==> src/hw/refresh_timer_pkg.sv <==
// shared constants, field layout and bus carrier for the refresh interval timer
package refresh_timer_pkg;

    // ----------------------------------------------------------------
    // register map (byte addresses of 16-bit registers)
    // ----------------------------------------------------------------
    localparam logic [2:0]  ADDR_CTRL_STATUS = 3'h0;  // refresh_timer_ctrl_status
    localparam logic [2:0]  ADDR_COUNT       = 3'h2;  // refresh_interval_count
    localparam logic [2:0]  ADDR_CONSTANT    = 3'h4;  // refresh_match_constant
    localparam logic [2:0]  ADDR_REFRESH_CTL = 3'h6;  // refresh_control_reg

    // ----------------------------------------------------------------
    // write passwords carried in the upper byte of a word write
    // ----------------------------------------------------------------
    localparam logic [7:0]  PW_CTRL_STATUS   = 8'hA5;
    localparam logic [7:0]  PW_COUNT         = 8'h69;
    localparam logic [7:0]  PW_CONSTANT      = 8'h96;
    localparam logic [7:0]  PW_REFRESH_CTL   = 8'h5A;

    // ----------------------------------------------------------------
    // control/status field positions
    // ----------------------------------------------------------------
    localparam int          FLAG_BIT         = 7;     // match_flag
    localparam int          IRQ_EN_BIT       = 6;     // match_irq_enable
    localparam int          SEL_HI           = 5;     // prescale_select msb
    localparam int          SEL_LO           = 3;     // prescale_select lsb

    // ----------------------------------------------------------------
    // refresh control field positions
    // ----------------------------------------------------------------
    localparam int          RF_EN_BIT        = 7;     // refresh_enable
    localparam int          RF_SELF_BIT      = 6;     // self-refresh mode
    localparam int          RF_WAIT_HI       = 5;     // refresh wait states msb
    localparam int          RF_WAIT_LO       = 4;     // refresh wait states lsb

    // ----------------------------------------------------------------
    // power-on values and widths
    // ----------------------------------------------------------------
    localparam logic [7:0]  RST_CTRL_STATUS  = 8'h00;
    localparam logic [7:0]  RST_COUNT        = 8'h00;
    localparam logic [7:0]  RST_CONSTANT     = 8'hFF;
    localparam logic [3:0]  RST_REFRESH_CTL  = 4'h0;
    localparam logic [7:0]  UPPER_READ       = 8'h00;  // upper byte always reads zero
    localparam int          DIV_W            = 12;     // prescaler width, reaches /4096

    // ----------------------------------------------------------------
    // prescale_select codes
    // ----------------------------------------------------------------
    typedef enum logic [2:0] {
        SEL_OFF, SEL_DIV2, SEL_DIV8, SEL_DIV32,
        SEL_DIV128, SEL_DIV512, SEL_DIV2048, SEL_DIV4096
    } prescale_sel_t;

    // ----------------------------------------------------------------
    // register bus request carrier
    // ----------------------------------------------------------------
    typedef struct packed {
        logic [2:0]  addr;   // byte address
        logic [15:0] wdata;  // write data, upper byte = password on words
        logic        wr;     // write strobe, one cycle
        logic        rd;     // read strobe, one cycle
        logic        word;   // 1 = word access, 0 = byte access
    } bus_req_t;

endpackage : refresh_timer_pkg
==> src/hw/dram_refresh_interval_timer.sv <==
// refresh interval timer: password-protected registers, counter, compare and request outputs
//
// What this block does
// - control/status written by word with its password
// - counter written by word with its password
// - constant written by word with its password
// - wrong password discards the write
// - byte writes never change protected registers
// - byte and word reads; upper byte zero
// - status and counter zero on power-on only
// - constant all ones on power-on only
// - three-bit select picks one of seven taps
// - counting starts once a nonzero select is written
// - eight-bit up-counter, upper byte reads zero
// - compare continuously; equality sets the flag
// - match clears counter; period is constant plus one
// - refresh enabled, self mode off: each match requests a refresh
// - refresh disabled: no requests, plain interval timer
// - interrupt request is flag and enable
// - flag clears only by read-one then write-zero
// - constant upper byte unwritable and reads zero
// - reserved status bits read zero
// - flag bit7, enable bit6, select bits5..3
//
// counter steps only on prescaler ticks; a software load sets it in any cycle
// a refused write is dropped silently
// nrst is the only reset of this state
`timescale 1ns/1ps
module dram_refresh_interval_timer (
    input  wire logic                        mclk,
    input  wire logic                        nrst,
    // register bus, one request per cycle
    input  wire refresh_timer_pkg::bus_req_t bus_req,
    output logic [15:0]                      bus_rdata,
    // event and level outputs
    output logic                             match_irq_request,
    output logic                             cas_first_refresh,
    // refresh control levels
    output logic                             self_refresh_mode,
    output logic [1:0]                       refresh_wait_sel
);

    // ----------------------------------------------------------------
    // state
    // ----------------------------------------------------------------
    // control/status fields
    logic                             match_flag_reg;        // sticky compare flag
    logic                             match_flag_next;
    logic                             match_irq_enable_reg;  // interrupt enable
    logic                             match_irq_enable_next;
    // prescaler tap
    refresh_timer_pkg::prescale_sel_t prescale_select_reg;   // tick source
    refresh_timer_pkg::prescale_sel_t prescale_select_next;

    // counter and match value
    logic [7:0]                       count_reg;             // interval counter
    logic [7:0]                       count_next;
    logic [7:0]                       constant_reg;          // match value
    logic [7:0]                       constant_next;

    // refresh control bits
    logic [3:0]                       refresh_ctl_reg;       // refresh control bits 7..4
    logic [3:0]                       refresh_ctl_next;

    // clear handshake
    logic                             clear_armed_reg;       // flag was read as one
    logic                             clear_armed_next;

    // bus read data
    logic [15:0]                      rdata_reg;             // read data, one cycle late
    logic [15:0]                      rdata_next;

    // refresh request
    logic                             refresh_req_reg;       // refresh request pulse
    logic                             refresh_req_next;

    // ----------------------------------------------------------------
    // decode helpers
    // ----------------------------------------------------------------
    // tick and compare
    logic        tick;          // selected prescaler tick
    logic        equal;         // counter equals constant
    logic        match_event;   // tick while equal

    // write accept strobes
    logic        wr_status;     // accepted word write, per register
    logic        wr_count;
    logic        wr_constant;
    logic        wr_refresh;

    // shared data paths
    logic [7:0]  wlow;          // data byte of a write
    logic [15:0] reg_word;      // selected register as a word

    // accepted protected write: word size, matching address and password
    // addr[0] is ignored: a word covers both bytes
    // a byte write never passes, whatever its data
    function automatic logic pw_write(
        input refresh_timer_pkg::bus_req_t r,
        input logic [2:0]                  a,
        input logic [7:0]                  pw);
        pw_write = r.wr && r.word && (r.addr[2:1] == a[2:1]) && (r.wdata[15:8] == pw);
    endfunction : pw_write

    // ----------------------------------------------------------------
    // prescaler
    // ----------------------------------------------------------------
    // free divider; a select change takes
    // effect on the next tap boundary
    refresh_prescaler u_prescaler (
        .mclk (mclk),
        .nrst (nrst),
        .sel  (prescale_select_reg),
        .tick (tick)
    );

    // ----------------------------------------------------------------
    // write decode and compare
    // ----------------------------------------------------------------
    // one decode per register; at most one is
    // true since the strobes are exclusive
    always_comb begin
        wlow        = bus_req.wdata[7:0];

        wr_status   = pw_write(bus_req, refresh_timer_pkg::ADDR_CTRL_STATUS,
                               refresh_timer_pkg::PW_CTRL_STATUS);
        wr_count    = pw_write(bus_req, refresh_timer_pkg::ADDR_COUNT,
                               refresh_timer_pkg::PW_COUNT);
        wr_constant = pw_write(bus_req, refresh_timer_pkg::ADDR_CONSTANT,
                               refresh_timer_pkg::PW_CONSTANT);
        wr_refresh  = pw_write(bus_req, refresh_timer_pkg::ADDR_REFRESH_CTL,
                               refresh_timer_pkg::PW_REFRESH_CTL);

        // compare runs every cycle, counts on ticks
        equal       = (count_reg == constant_reg);
        // equality holds a whole tick period, so the clear lands on the
        // tick that leaves the constant value: period = constant + 1 ticks
        match_event = tick && equal;
    end

    // ----------------------------------------------------------------
    // control/status next-state
    // ----------------------------------------------------------------
    // the arm bit remembers a read that saw the
    // flag set; an accepted status write uses it
    // up, so a stale read cannot clear later
    always_comb begin
        match_irq_enable_next = match_irq_enable_reg;
        prescale_select_next  = prescale_select_reg;
        match_flag_next       = match_flag_reg;
        clear_armed_next      = clear_armed_reg;

        // a read that sees the flag at one arms the clear
        if (bus_req.rd && (bus_req.addr[2:1] == refresh_timer_pkg::ADDR_CTRL_STATUS[2:1])
            && match_flag_reg) begin
            clear_armed_next = 1'b1;
        end

        if (wr_status) begin
            match_irq_enable_next = wlow[refresh_timer_pkg::IRQ_EN_BIT];
            prescale_select_next  = refresh_timer_pkg::prescale_sel_t'(
                                        wlow[refresh_timer_pkg::SEL_HI:refresh_timer_pkg::SEL_LO]);
            // zero clears only if armed; one leaves the flag alone
            if (!wlow[refresh_timer_pkg::FLAG_BIT] && clear_armed_reg) begin
                match_flag_next = 1'b0;
            end
            // any accepted status write disarms
            clear_armed_next = 1'b0;
        end

        // hardware set wins over a clear in the same cycle
        if (match_event) begin
            match_flag_next = 1'b1;
        end

        // a flag already clear has nothing to arm
        if (!match_flag_next) begin
            clear_armed_next = 1'b0;
        end
    end

    // ----------------------------------------------------------------
    // counter, constant and refresh control next-state
    // ----------------------------------------------------------------
    // counter: clear on match, else step on a
    // tick; a software load overrides both
    always_comb begin
        count_next       = count_reg;
        constant_next    = constant_reg;
        refresh_ctl_next = refresh_ctl_reg;

        // clear beats step so the period is exact
        if (match_event) begin
            count_next = refresh_timer_pkg::RST_COUNT;
        end else if (tick) begin
            count_next = count_reg + 8'h01;
        end

        // software load beats a tick in the same cycle
        if (wr_count) begin
            count_next = wlow;
        end

        if (wr_constant) begin
            constant_next = wlow;
        end

        if (wr_refresh) begin
            refresh_ctl_next = wlow[refresh_timer_pkg::RF_EN_BIT:refresh_timer_pkg::RF_WAIT_LO];
        end

        // refresh only in refresh-enabled, non-self-refresh mode
        refresh_req_next = match_event
                           && refresh_ctl_reg[refresh_timer_pkg::RF_EN_BIT - refresh_timer_pkg::RF_WAIT_LO]
                           && !refresh_ctl_reg[refresh_timer_pkg::RF_SELF_BIT - refresh_timer_pkg::RF_WAIT_LO];
    end

    // ----------------------------------------------------------------
    // read path
    // ----------------------------------------------------------------
    // register image: upper byte always zero, reserved low bits zero
    // reads have no side effect here; the
    // flag arm lives in the status process
    always_comb begin
        // word image of the addressed register
        case (bus_req.addr[2:1])
            refresh_timer_pkg::ADDR_CTRL_STATUS[2:1]:
                reg_word = {refresh_timer_pkg::UPPER_READ, match_flag_reg, match_irq_enable_reg,
                            prescale_select_reg, 3'h0};
            refresh_timer_pkg::ADDR_COUNT[2:1]:
                reg_word = {refresh_timer_pkg::UPPER_READ, count_reg};
            refresh_timer_pkg::ADDR_CONSTANT[2:1]:
                reg_word = {refresh_timer_pkg::UPPER_READ, constant_reg};
            refresh_timer_pkg::ADDR_REFRESH_CTL[2:1]:
                reg_word = {refresh_timer_pkg::UPPER_READ, refresh_ctl_reg, 4'h0};
            default:
                reg_word = 16'h0000;
        endcase

        // only a read slot drives data; idle is zero
        rdata_next = 16'h0000;
        if (bus_req.rd) begin
            if (bus_req.word) begin
                rdata_next = reg_word;
            end else if (bus_req.addr[0]) begin
                rdata_next = {8'h00, reg_word[7:0]};                 // odd byte = low half
            end else begin
                rdata_next = {8'h00, reg_word[15:8]};                // even byte = upper, zero
            end
        end
    end

    // ----------------------------------------------------------------
    // registers
    // ----------------------------------------------------------------
    // only the power-on reset reaches this state; nothing else resets it
    // all state shares one clock and one reset
    always_ff @(posedge mclk or negedge nrst) begin
        if (!nrst) begin
            // power-on values, constants only
            match_flag_reg       <= refresh_timer_pkg::RST_CTRL_STATUS[refresh_timer_pkg::FLAG_BIT];
            match_irq_enable_reg <= refresh_timer_pkg::RST_CTRL_STATUS[refresh_timer_pkg::IRQ_EN_BIT];
            prescale_select_reg  <= refresh_timer_pkg::SEL_OFF;
            count_reg            <= refresh_timer_pkg::RST_COUNT;
            constant_reg         <= refresh_timer_pkg::RST_CONSTANT;
            refresh_ctl_reg      <= refresh_timer_pkg::RST_REFRESH_CTL;
            clear_armed_reg      <= 1'b0;
            rdata_reg            <= 16'h0000;
            refresh_req_reg      <= 1'b0;
        end else begin
            // plain transfer, no logic here
            match_flag_reg       <= match_flag_next;
            match_irq_enable_reg <= match_irq_enable_next;
            prescale_select_reg  <= prescale_select_next;
            count_reg            <= count_next;
            constant_reg         <= constant_next;
            refresh_ctl_reg      <= refresh_ctl_next;
            clear_armed_reg      <= clear_armed_next;
            rdata_reg            <= rdata_next;
            refresh_req_reg      <= refresh_req_next;
        end
    end

    // ----------------------------------------------------------------
    // outputs
    // ----------------------------------------------------------------
    // read data and the refresh pulse are
    // registered; the other outputs are decodes of registered state
    assign bus_rdata         = rdata_reg;

    // interrupt request is a level, not a pulse
    assign match_irq_request = match_flag_reg && match_irq_enable_reg;

    assign cas_first_refresh = refresh_req_reg;

    // self mode only counts while refresh is on
    assign self_refresh_mode = refresh_ctl_reg[refresh_timer_pkg::RF_EN_BIT - refresh_timer_pkg::RF_WAIT_LO]
                               && refresh_ctl_reg[refresh_timer_pkg::RF_SELF_BIT - refresh_timer_pkg::RF_WAIT_LO];

    // wait field passes straight through
    assign refresh_wait_sel  = refresh_ctl_reg[1:0];

endmodule : dram_refresh_interval_timer

==> src/hw/refresh_prescaler.sv <==
// free-running system clock divider with a selectable tick tap
`timescale 1ns/1ps
module refresh_prescaler (
    input  wire logic                            mclk,
    input  wire logic                            nrst,
    input  wire refresh_timer_pkg::prescale_sel_t sel,
    output logic                                 tick
);

    // ----------------------------------------------------------------
    // tap decode
    // ----------------------------------------------------------------
    // mask of low divider bits that must all be one for a tick
    function automatic logic [refresh_timer_pkg::DIV_W-1:0] tap_mask(
        input refresh_timer_pkg::prescale_sel_t s);
        case (s)
            refresh_timer_pkg::SEL_DIV2:    tap_mask = 12'h001;
            refresh_timer_pkg::SEL_DIV8:    tap_mask = 12'h007;
            refresh_timer_pkg::SEL_DIV32:   tap_mask = 12'h01F;
            refresh_timer_pkg::SEL_DIV128:  tap_mask = 12'h07F;
            refresh_timer_pkg::SEL_DIV512:  tap_mask = 12'h1FF;
            refresh_timer_pkg::SEL_DIV2048: tap_mask = 12'h7FF;
            refresh_timer_pkg::SEL_DIV4096: tap_mask = 12'hFFF;
            default:                        tap_mask = 12'h000;
        endcase
    endfunction : tap_mask

    logic [refresh_timer_pkg::DIV_W-1:0] div_reg;   // divider chain
    logic [refresh_timer_pkg::DIV_W-1:0] div_next;
    logic [refresh_timer_pkg::DIV_W-1:0] mask;      // selected tap
    logic                                tick_reg;  // registered tick
    logic                                tick_next;

    // ----------------------------------------------------------------
    // next-state
    // ----------------------------------------------------------------
    // divider runs free so a select change never restarts a period
    always_comb begin
        mask      = tap_mask(sel);
        div_next  = div_reg + 12'h001;
        tick_next = (sel != refresh_timer_pkg::SEL_OFF) && ((div_reg & mask) == mask);
    end

    // ----------------------------------------------------------------
    // registers
    // ----------------------------------------------------------------
    always_ff @(posedge mclk or negedge nrst) begin
        if (!nrst) begin
            div_reg  <= 12'h000;
            tick_reg <= 1'b0;
        end else begin
            div_reg  <= div_next;
            tick_reg <= tick_next;
        end
    end

    assign tick = tick_reg;

endmodule : refresh_prescaler

==> config.mk <==
export PLATFORM = sky130hd
export DESIGN_NAME = dram_refresh_interval_timer
export DESIGN_NICKNAME = d
export VERILOG_FILES = /design/src/hw/refresh_timer_pkg.sv /design/src/hw/dram_refresh_interval_timer.sv /design/src/hw/refresh_prescaler.sv
export SDC_FILE = /design/constraint.sdc
export NUM_CORES = 1
export LEC_CHECK = 0
export ABC_AREA = 1
export ABC_CLOCK_PERIOD_IN_PS = 4100
export BUFFER_PORTS_ARGS = -buffer_cell sky130_fd_sc_hd__buf_4
export CORE_MARGIN = 4
export CORE_UTILIZATION = 35
export CTS_BUF_LIST = sky130_fd_sc_hd__clkbuf_2 sky130_fd_sc_hd__clkbuf_4 sky130_fd_sc_hd__clkbuf_8
export DETAILED_ROUTE_END_ITERATION = 8
export GPL_ROUTABILITY_DRIVEN = 0
export SYNTH_ARGS = -nofsm -noshare
export SYNTH_HDL_FRONTEND = slang
export SYNTH_SLANG_ARGS = --single-unit
==> constraint.sdc <==
create_clock -name mclk -period 4.1 [get_ports mclk]
set_clock_uncertainty 0.15 [all_clocks]
set_input_delay 0.41 -clock mclk [delete_from_list [all_inputs] [get_ports mclk]]
set_output_delay 0.41 -clock mclk [all_outputs]
set_load 0.005 [all_outputs]
# Word-level counts from Yosys, hierarchy flattened
# Cells that the tools add are included.
# Widths: inputs -> output; s select.
[totals]
ff_bits = 56
wordCells = 68
[op_classes]
addsub = 2
eq_ne = 17
muxes = 14
bitwise_logic = 1
n_reduce_logical = 23
[op_table]
columns = ["operator", "n"]
rows = [
  ["$pmux 12 s7", 1],
  ["$pmux 16 s4", 1],
  ["$mux 16", 2],
  ["$mux 8", 4],
  ["$logic_and 1x1->1", 18],
  ["$eq 8x7->1 const B", 2],
  ["$eq 8x8->1 const B", 2],
  ["$add 12x1->12 const B", 1],
  ["$and 12x12->12", 1],
  ["$eq 12x12->1", 1],
  ["$eq 3x3->1 const B", 4],
  ["$add 8x1->8 const B", 1],
  ["$eq 8x8->1", 1],
  ["$eq 3x2->1 const B", 2],
  ["$mux 1", 6],
  ["$reduce_bool 3->1", 2],
  ["$eq 2x2->1 const B", 2],
  ["$eq 3x1->1 const B", 1],
  ["$ne 3x1->1 const B", 1],
  ["$eq 2x1->1 const B", 1],
  ["$logic_not 1->1", 2],
  ["$logic_not 2->1", 1],
]

# Longest topological paths before layout
# Gate-level depths: netlist of run 1.
[logic_depth]
depth_word = 6
ltp_mapped = 12

# Modules after synthesis
# A second synthesis of run 1 with hierarchy kept.
[unflattened]
hier_cells = 374
hier_area_um2 = 2822.7
[modules_own_cells]
columns = ["mod", "instances", "cells_per_inst", "area_per_inst_um2"]
rows = [
  ["dram_refresh_interval_timer", 1, 307, 2198.4],
  ["refresh_prescaler", 1, 67, 624.3],
]

# Least setup slack after synthesis of run 1
# OpenSTA, ideal clock, no wires.
[synth_path]
kind = "reg2reg"
startpoint = "register constant_reg[7]"
endpoint = "register count_reg[3]"
t_arrival_ps = 1302
required_ps = 3833
slack_ps = 2531
stages_incl_launch_ff = 10
path_buffers = 0
period_less_slack_ps = 1569
cell_sequence = "dfstp_2 -> inv_1 -> a21oi_1 -> nand2_1 -> nor2_1 -> nand3_4 -> nand3_4 -> inv_4 -> nand2_1 -> nand2_1"
[synth_between]
elab_chain_cells = 4
[synth_rtl]
columns = ["item", "line_no", "source"]
rows = [
  ["from (decl)", "dram_refresh_interval_timer.sv:58", "logic [7:0] constant_reg;"],
  ["from (signal assigned)", "dram_refresh_interval_timer.sv:265", "constant_reg <= refresh_timer_pkg::RST_CONSTANT;"],
  ["from (signal assigned)", "dram_refresh_interval_timer.sv:276", "constant_reg <= constant_next;"],
  ["$eq 8x8->1 (*)", "dram_refresh_interval_timer.sv:135", "equal = (count_reg == constant_reg);"],
  ["$logic_and 1x1->1 (*)", "dram_refresh_interval_timer.sv:138", "match_event = tick && equal;"],
  ["$mux 8", "dram_refresh_interval_timer.sv:193", "if (match_event) begin"],
  ["$mux 8", "dram_refresh_interval_timer.sv:200", "if (wr_count) begin"],
  ["to (signal assigned)", "dram_refresh_interval_timer.sv:264", "count_reg <= refresh_timer_pkg::RST_COUNT;"],
  ["to (signal assigned)", "dram_refresh_interval_timer.sv:275", "count_reg <= count_next;"],
  ["to (decl)", "dram_refresh_interval_timer.sv:56", "logic [7:0] count_reg;"],
]
# Every way passes the cells marked *; elsewhere a longest branch is shown, timed or not.
# A chain may end at the register's enable or synchronous reset.

# Worst setup path after layout of run 1
[layout_path]
startpoint = "register constant_reg[7]"
endpoint = "register count_reg[4]"
# Same word-level chain as after synthesis.

==> flow_summary_export.csv, run 1 <==
group,metric,value,unit
synth,muxShareOfSynthArea,0,%
timing,max_slew_margin,50.0,%
setup_path,reg2reg_slack,2.37,ns
setup_path,crit_start,"constant_reg[7]$_DFFE_PN1P_",
cells_and_area,fin_nets,415,
synth,synth_top_area_share,36.2,%
setup_path,worst_path_dominant_cell_family,"simple AND/OR/NAND/NOR gates",
worst_hold_path,whs_endpoint,"constant_reg[1]$_DFFE_PN1P_",
clock_tree,cts_tree,"yes",
setup_path,worstPathCellList,"inv_1 > a21oi_1 > nand2_1 > nor2_1 > nand3_4 > nand3_4 > inv_4 > nand2_1 > nand2_1",
synth,synth_xor_area_share,4.76,%
timing,maxSlewViolCount,0,
power,p_leak,1.59,nW
setup_path,worst_setup_path_start_kind,"flip-flop",
synth,ys_seq_area_share,43.8,%
worst_hold_path,hold_path.class,"in2reg",
setup_path,r2r-start,"constant_reg[7]$_DFFE_PN1P_",
synth,synth-simple-area-share,29.2,%
clock_tree,clock_path_buffers,2,
timing,min_period_over_period,42.2,%
timing,period_minus_slack,1.73,ns
synth,synth_top_family_by_area,"simple AND/OR/NAND/NOR gates",
worst_hold_path,hold_depth,3,
synth,syn_area,2760,um^2
cells_and_area,antennaDiodeCount,0,
synth,synthTopCellsByArea,"dfrtp_1 36%, nand2_1 15%, dfstp_2 7.6%",
timing,setup_tns,0,ns
route,drt-total-wl,6240,um
power,powerDensity,309,nW/um^2
route,vias,2302,
die,fp-row-count,32,
clock_tree,cts_setup_buffers,0,
synth,synth_compound_area_share,9.56,%
clock_tree,cts_buffers,5,
timing,tightest_slew,0.745,ns
setup_path,reg2reg_depth,9,
setup_path,critical-path-max-stage-delay,0.56,ns
timing,final_hold_viol_count,0,
die,die_w,96.8,um
setup_path,critical_path.max_fanout,10,
global_routing,grt-ovfl-total,0,
setup_path,arrival,1.78,ns
setup_path,cp.required,4.15,ns
placed_design,io_buffers,36,
die,dieArea,9380,um^2
route,wire_per_inst,12.7,um
setup_path,cp_num_buf_inv,2,
setup_path,path_common_cell,"nand2_1",
setup_path,critical-path-slowest-cell,"dfstp_2",
cells_and_area,areaGrowthSynthToFinish,14.9,%
run_status,status,"completed",
clock_tree,insertion_delay,0.30,ns
synth,avgSynthCellArea,7.80,um^2
setup_path,critPathCaptureType,"flip-flop",
route,routed_via_density,4.68,
die,core_area,7690,um^2
setup_path,crit_type,"reg2reg",
power,ir_worst_vdd,0.138,mV
die,num_io_pins,45,
setup_path,r2r_end,"count_reg[4]$_DFFE_PN0P_",
global_routing,grt_max_degree,49,
route,drt_iter0_markers,114,
cells_and_area,fillerInstances,764,
placed_design,dpl.hpwl,4790,um
route,drc,0,
timing,fmax,0.579,GHz
global_routing,grt_pass1_wl,10800,um
clock_tree,cts-root-buf,"clkbuf_8",
cells_and_area,largest_reg_flops,12,
global_routing,grt_use_total,13.8,%
die,die_height,96.8,um
worst_hold_path,hold_path_startpoint,"bus_req[4]",
synth,synthAdderAreaFrac,0.906,%
synth,synth_cell_types,41,
synth,ys_ff_latch,48,
synth,synth_warnings,0,
global_routing,antenna_found_initial,0,
timing,rsz0062_at_grt,"false",
die,start_util,35.9,%
synth,netlist_instances,354,
clock_tree,cts-htree-levels,2,
cells_and_area,drive_gt1_share,18.7,%
global_routing,grt_pass1_vias,2251,
clock_tree,cts.sinks,48,
cells_and_area,postLayoutCoreUtil,41.3,%
timing,setup_viol,0,
route,dr.pass1.iters,4,
flow_run,max-cap-violations,0,
synth,yosys.area.top_type,"dfrtp_1",
clock_tree,cts.clk_slew.worst_paths,0.09,ns
route,ant_nets,0,
synthesized netlist by cell type (all sizes together):
| library cell | n |
|---|---|
| nand2 | 111 |
| inv | 51 |
| dfrtp | 40 |
| nand3 | 26 |
| o21ai | 25 |
| nor2 | 19 |
| buf | 15 |
| xor2 | 13 |
| a21oi | 11 |
| dfstp | 8 |
| a211oi | 6 |
| nor3 | 5 |
| nand4 | 4 |
| clkinv | 2 |
| ha | 2 |
| nand3b | 2 |
| nor4 | 2 |
| o211ai | 2 |
| xnor2 | 2 |
| a221oi | 1 |
| a31o | 1 |
| and2 | 1 |
| and3 | 1 |
| clkbuf | 1 |
| conb | 1 |
| o22ai | 1 |
| or2 | 1 |
where the power goes:
| part | switching (W) | internal [W] | leakage (nW) |
|---|---|---|---|
| clock | 0.000162 | 0.000137 | 0.0434 |
| sequential | 0.0000248 | 0.000492 | 0.611 |
| combinational | 0.0000991 | 0.0000681 | 0.931 |
area by class of cell:
type	instances	area, um^2	area share (%)
timing repair buffer	37	280	8.83
clock inverter	2	15.0	0.473
sequential	48	1210	38.1
clock buffer	6	82.6	2.60
tap	102	128	4.02
inverter	53	203	6.38
multi-input combinational	244	1260	39.6
cell usage in the layout (no fill, tap or decap), drive strengths merged:
cell type	count
and3	1
o211ai	2
xor2	13
nor3	5
nor4	2
a21oi	11
inv	51
a31o	1
xnor2	2
o21ai	25
dfrtp	40
dlygate4sd3	1
nand3	26
buf	36
and2	1
dfstp	8
ha	2
conb	8
nand3b	2
clkinv	2
or2	1
a221oi	1
nand4	4
clkbuf	6
nand2	111
nor2	19
o22ai	1
a211oi	6
clkinvlp	2
worst register-to-register path, delay by kind of cell (launching register included):
family	cells	cell delay, ns
AOI/OAI and AO/OA	1	0.13
buffers and inverters	2	0.13
and+or+nand+nor	6	0.66
DFF	1	0.56
cell families (layout without fill, tap and decap cells):
family	count (synthesis)	in the layout
compound gates	47	47
xor+xnor	15	15
fa+ha+maj	2	2
buf+inv	69	98
flops	48	48
other cells	1	8
simple gates	172	172
layer usage:
layer / up-vias / routed length (um) / track usage, %
met5: - / 0 / 0
met4: 0 / 119 / 5.29
met3: 8 / 382 / 3.03
met2: 71 / 2850 / 21.8
met1: 1056 / 2890 / 18.5
li1: 1167 / - / -
metrics by stage:
| stage | hold slack [ns] | instances | total power [W] | worst slack, ns | area (um^2) |
|---|---|---|---|---|---|
| finish | 0.174 | 492 | 0.000982 | 2.37 | 3180 |
| global route | 0.189 | 492 | 0.00104 | 2.23 | 3180 |
| CTS | 0.166 | 492 | 0.000993 | 2.39 | 3180 |
| detailed placement | 0.314 | 483 | 0.000688 | 2.26 | 3070 |
| global placement | 0.304 | 483 | 0.000685 | 2.27 | 3070 |
| floorplan | -0.0356 | 361 | 0.000631 | 2.53 | 2790 |
how the worst max path moves through the flow:
stage               cells after the start                           to
floorplan                               9     count_reg[3]$_DFFE_PN0P_
global placement                        8  clear_armed_reg$_DFFE_PN0P_
detailed placement                      8  clear_armed_reg$_DFFE_PN0P_
CTS                                     9     count_reg[3]$_DFFE_PN0P_
global route                           11     count_reg[3]$_DFFE_PN0P_
finish                                  9     count_reg[4]$_DFFE_PN0P_
timing repair:
item	CTS	global route
gates resized for setup	0	0
hold buffers	1	0
endpoints found under the hold margin	40	0
Power figures use the tool's default switching activity.
==> run 2, diff against run 1 <==
--- a/config.mk
+++ b/config.mk
@@ -6,7 +6,7 @@
 export NUM_CORES = 1
 export LEC_CHECK = 0
 export ABC_AREA = 1
-export ABC_CLOCK_PERIOD_IN_PS = 4100
+export ABC_CLOCK_PERIOD_IN_PS = 1550
 export BUFFER_PORTS_ARGS = -buffer_cell sky130_fd_sc_hd__buf_4
 export CORE_MARGIN = 4
 export CORE_UTILIZATION = 35
==> constraint.sdc (replaced) <==
create_clock -name mclk -period 1.55 [get_ports mclk]
set_clock_uncertainty 0.15 [all_clocks]
set_input_delay 0.155 -clock mclk [delete_from_list [all_inputs] [get_ports mclk]]
set_output_delay 0.155 -clock mclk [all_outputs]
set_load 0.005 [all_outputs]
==> run 2 against run 1 <==
  * The flow now finishes with violations (setup timing)
  * First-iteration DRC count shrank 33%
  * Hold slack lost 0.14 ns
  * Maximum frequency grew 2.8%
  * Largest cell class unchanged
  * Clock power grew to 3.1 times the previous value
  * Critical endpoint is now count_reg[0]$_DFFE_PN0P_
  * Sequential power grew to 2.6 times the previous value
  * Worst setup slack lost 2.5 ns
  * Final cell count grew 10%
  * Via count grew 7.2%
  * Flip-flop and latch count is the same
  * Global-route usage grew 1.1 points
==> flow_summary_export.csv, run 2 (synthesis gave the netlist of run 1 again) <==
group,metric,value,unit
setup_path,crit_type,"reg2reg",
cells_and_area,layoutNonFillerInstCount,543,
global_routing,grt_use_total,14.9,%
cells_and_area,antennaDiodeCount,0,
route,drt-total-wl,6760,um
clock_tree,insertion_delay,0.30,ns
global_routing,grt_max_degree,49,
worst_hold_path,hold_path_startpoint,"bus_req[21]",
cells_and_area,largest_reg_flops,12,
die,num_io_pins,45,
power,ir_worst_vdd,0.361,mV
clock_tree,cts_tree,"yes",
route,drt_iter0_markers,76,
clock_tree,cts.sinks,48,
cells_and_area,drive_gt1_share,33.1,%
global_routing,grt-ovfl-total,0,
setup_path,reg2reg_depth,11,
clock_tree,cts-root-buf,"clkbuf_8",
cells_and_area,areaGrowthSynthToFinish,33.7,%
power,p_leak,1.85,nW
flow_run,max-cap-violations,0,
global_routing,antenna_found_initial,0,
route,dr.pass1.iters,4,
timing,maxSlewViolCount,0,
setup_path,path_common_cell,"nand2_2",
setup_path,arrival,1.73,ns
setup_path,critical_path.max_fanout,5,
clock_tree,cts.clk_slew.worst_paths,0.10,ns
die,fp-row-count,32,
route,drc,0,
global_routing,grt_pass1_vias,2476,
die,dieArea,9380,um^2
route,wire_per_inst,12.4,um
setup_path,reg2reg_slack,-0.13,ns
setup_path,r2r_end,"count_reg[0]$_DFFE_PN0P_",
placed_design,io_buffers,36,
placed_design,dpl.hpwl,5250,um
timing,timing.final.ws_setup,-0.132,ns
setup_path,r2r-start,"constant_reg[1]$_DFFE_PN1P_",
power,power,0.00290,W
placed_design,place_inst,524,
route,ant_nets,0,
run_status,status,"complete, but fails checks",
timing,rsz0062_at_grt,"true",
cells_and_area,postLayoutCoreUtil,48.0,%
worst_hold_path,hold_path.class,"in2reg",
die,die_w,96.8,um
setup_path,critical-path-slowest-cell,"dfstp_2",
timing,tightest_slew,0.598,ns
route,vias,2467,
setup_path,worstPathCellList,"inv_2 > nand2_2 > nand2_2 > inv_2 > nand2_2 > nor2_4 > nand3_2 > nand3_1 > nand2_1 > nand2_1 > nand2_2",
clock_tree,cts_buffers,5,
setup_path,cp.required,1.60,ns
setup_path,critPathCaptureType,"flip-flop",
timing,period_minus_slack,1.68,ns
timing,max_slew_margin,60.1,%
run_status,violations,"setup timing",
setup_path,critical-path-max-stage-delay,0.56,ns
die,start_util,35.9,%
cells_and_area,fin_nets,466,
power,powerDensity,786,nW/um^2
timing,final_hold_viol_count,0,
clock_tree,cts-htree-levels,2,
cells_and_area,layout_common_cells,"97 x nand2_1, 79 x buf_4, 44 x inv_1, 37 x dfrtp_1, 19 x nand3_1",
cells_and_area,mostFrequentLayoutCell,"nand2_1",
setup_path,worst_setup_path_start_kind,"flip-flop",
timing,setup_viol,10,
timing,min_period_over_period,108,%
timing,hold_ws,0.0292,ns
worst_hold_path,hold_depth,3,
global_routing,grt_pass1_wl,11600,um
worst_hold_path,whs_endpoint,"bus_rdata[6]$_DFF_PN0_",
die,core_area,7690,um^2
clock_tree,clock_path_buffers,2,
timing,fmax,0.595,GHz
die,die_height,96.8,um
route,routed_via_density,4.54,
[run 2: power breakdown]
group          total, W  internal, W  switching (W)
registers       0.00137      0.00131      0.0000596
logic          0.000613     0.000290       0.000323
clock network  0.000926     0.000486       0.000439
[run 2: how the worst max path moves through the flow]
stage | from | endpoint | slack (ns) | cells past startpoint
after floorplan | constant_reg[7]$_DFFE_PN1P_ | count_reg[3]$_DFFE_PN0P_ | 0.02 | 9
after global placement | constant_reg[3]$_DFFE_PN1P_ | count_reg[0]$_DFFE_PN0P_ | -0.08 | 11
after detailed placement | constant_reg[3]$_DFFE_PN1P_ | count_reg[7]$_DFFE_PN0P_ | -0.10 | 11
after CTS | constant_reg[3]$_DFFE_PN1P_ | count_reg[5]$_DFFE_PN0P_ | -0.1 | 11
after global routing | constant_reg[3]$_DFFE_PN1P_ | count_reg[7]$_DFFE_PN0P_ | -0.22 | 11
final | constant_reg[1]$_DFFE_PN1P_ | count_reg[0]$_DFFE_PN0P_ | -0.13 | 11
[run 2: repair_timing]
item / 4_1_cts / 5_1_grt
gates cloned: 1 / 0
setup endpoints to repair: 10 / 13
pin swaps: 3 / 16
hold buffers: 8 / 0
setup buffers: 1 / 1
hold endpoints to repair: 49 / 0
resized for setup: 4 / 30
[run 2: worst max-delay path, delay by kind of cell (launching register included)]
| kind | cells | cell delay (ns) |
|---|---|---|
| buffers and inverters | 2 | 0.09 |
| DFF | 1 | 0.56 |
| and+or+nand+nor | 9 | 0.78 |
[run 2: metrics by stage]
| step | setup TNS [ns] | worst slack, ns | area, um^2 |
|---|---|---|---|
| after floorplan | 0 | 0.0165 | 2790 |
| after global placement | -0.541 | -0.0764 | 3380 |
| after detailed placement | -0.616 | -0.100 | 3380 |
| after CTS | -0.788 | -0.0968 | 3600 |
| after global routing | -1.94 | -0.223 | 3690 |
| final | -0.914 | -0.132 | 3690 |
[run 2: metal layers]
metal  up-vias  wire (um)  GRT usage, %
met5         -          0             0
met4         0        147          5.08
met3        11        221          1.87
met2        52       3040          24.2
met1      1121       3350          20.5
li1       1283          -             -
[run 2: area by class of cell]
| cell class | count | area (um^2) |
|---|---|---|
| clock buffers | 5 | 68.8 |
| clock inverters | 3 | 46.3 |
| fillers | 757 | 3990 |
| inverters | 53 | 205 |
| multi-input cells | 245 | 1360 |
| flip-flops and latches | 48 | 1210 |
| well taps | 102 | 128 |
| repair buffers | 87 | 673 |
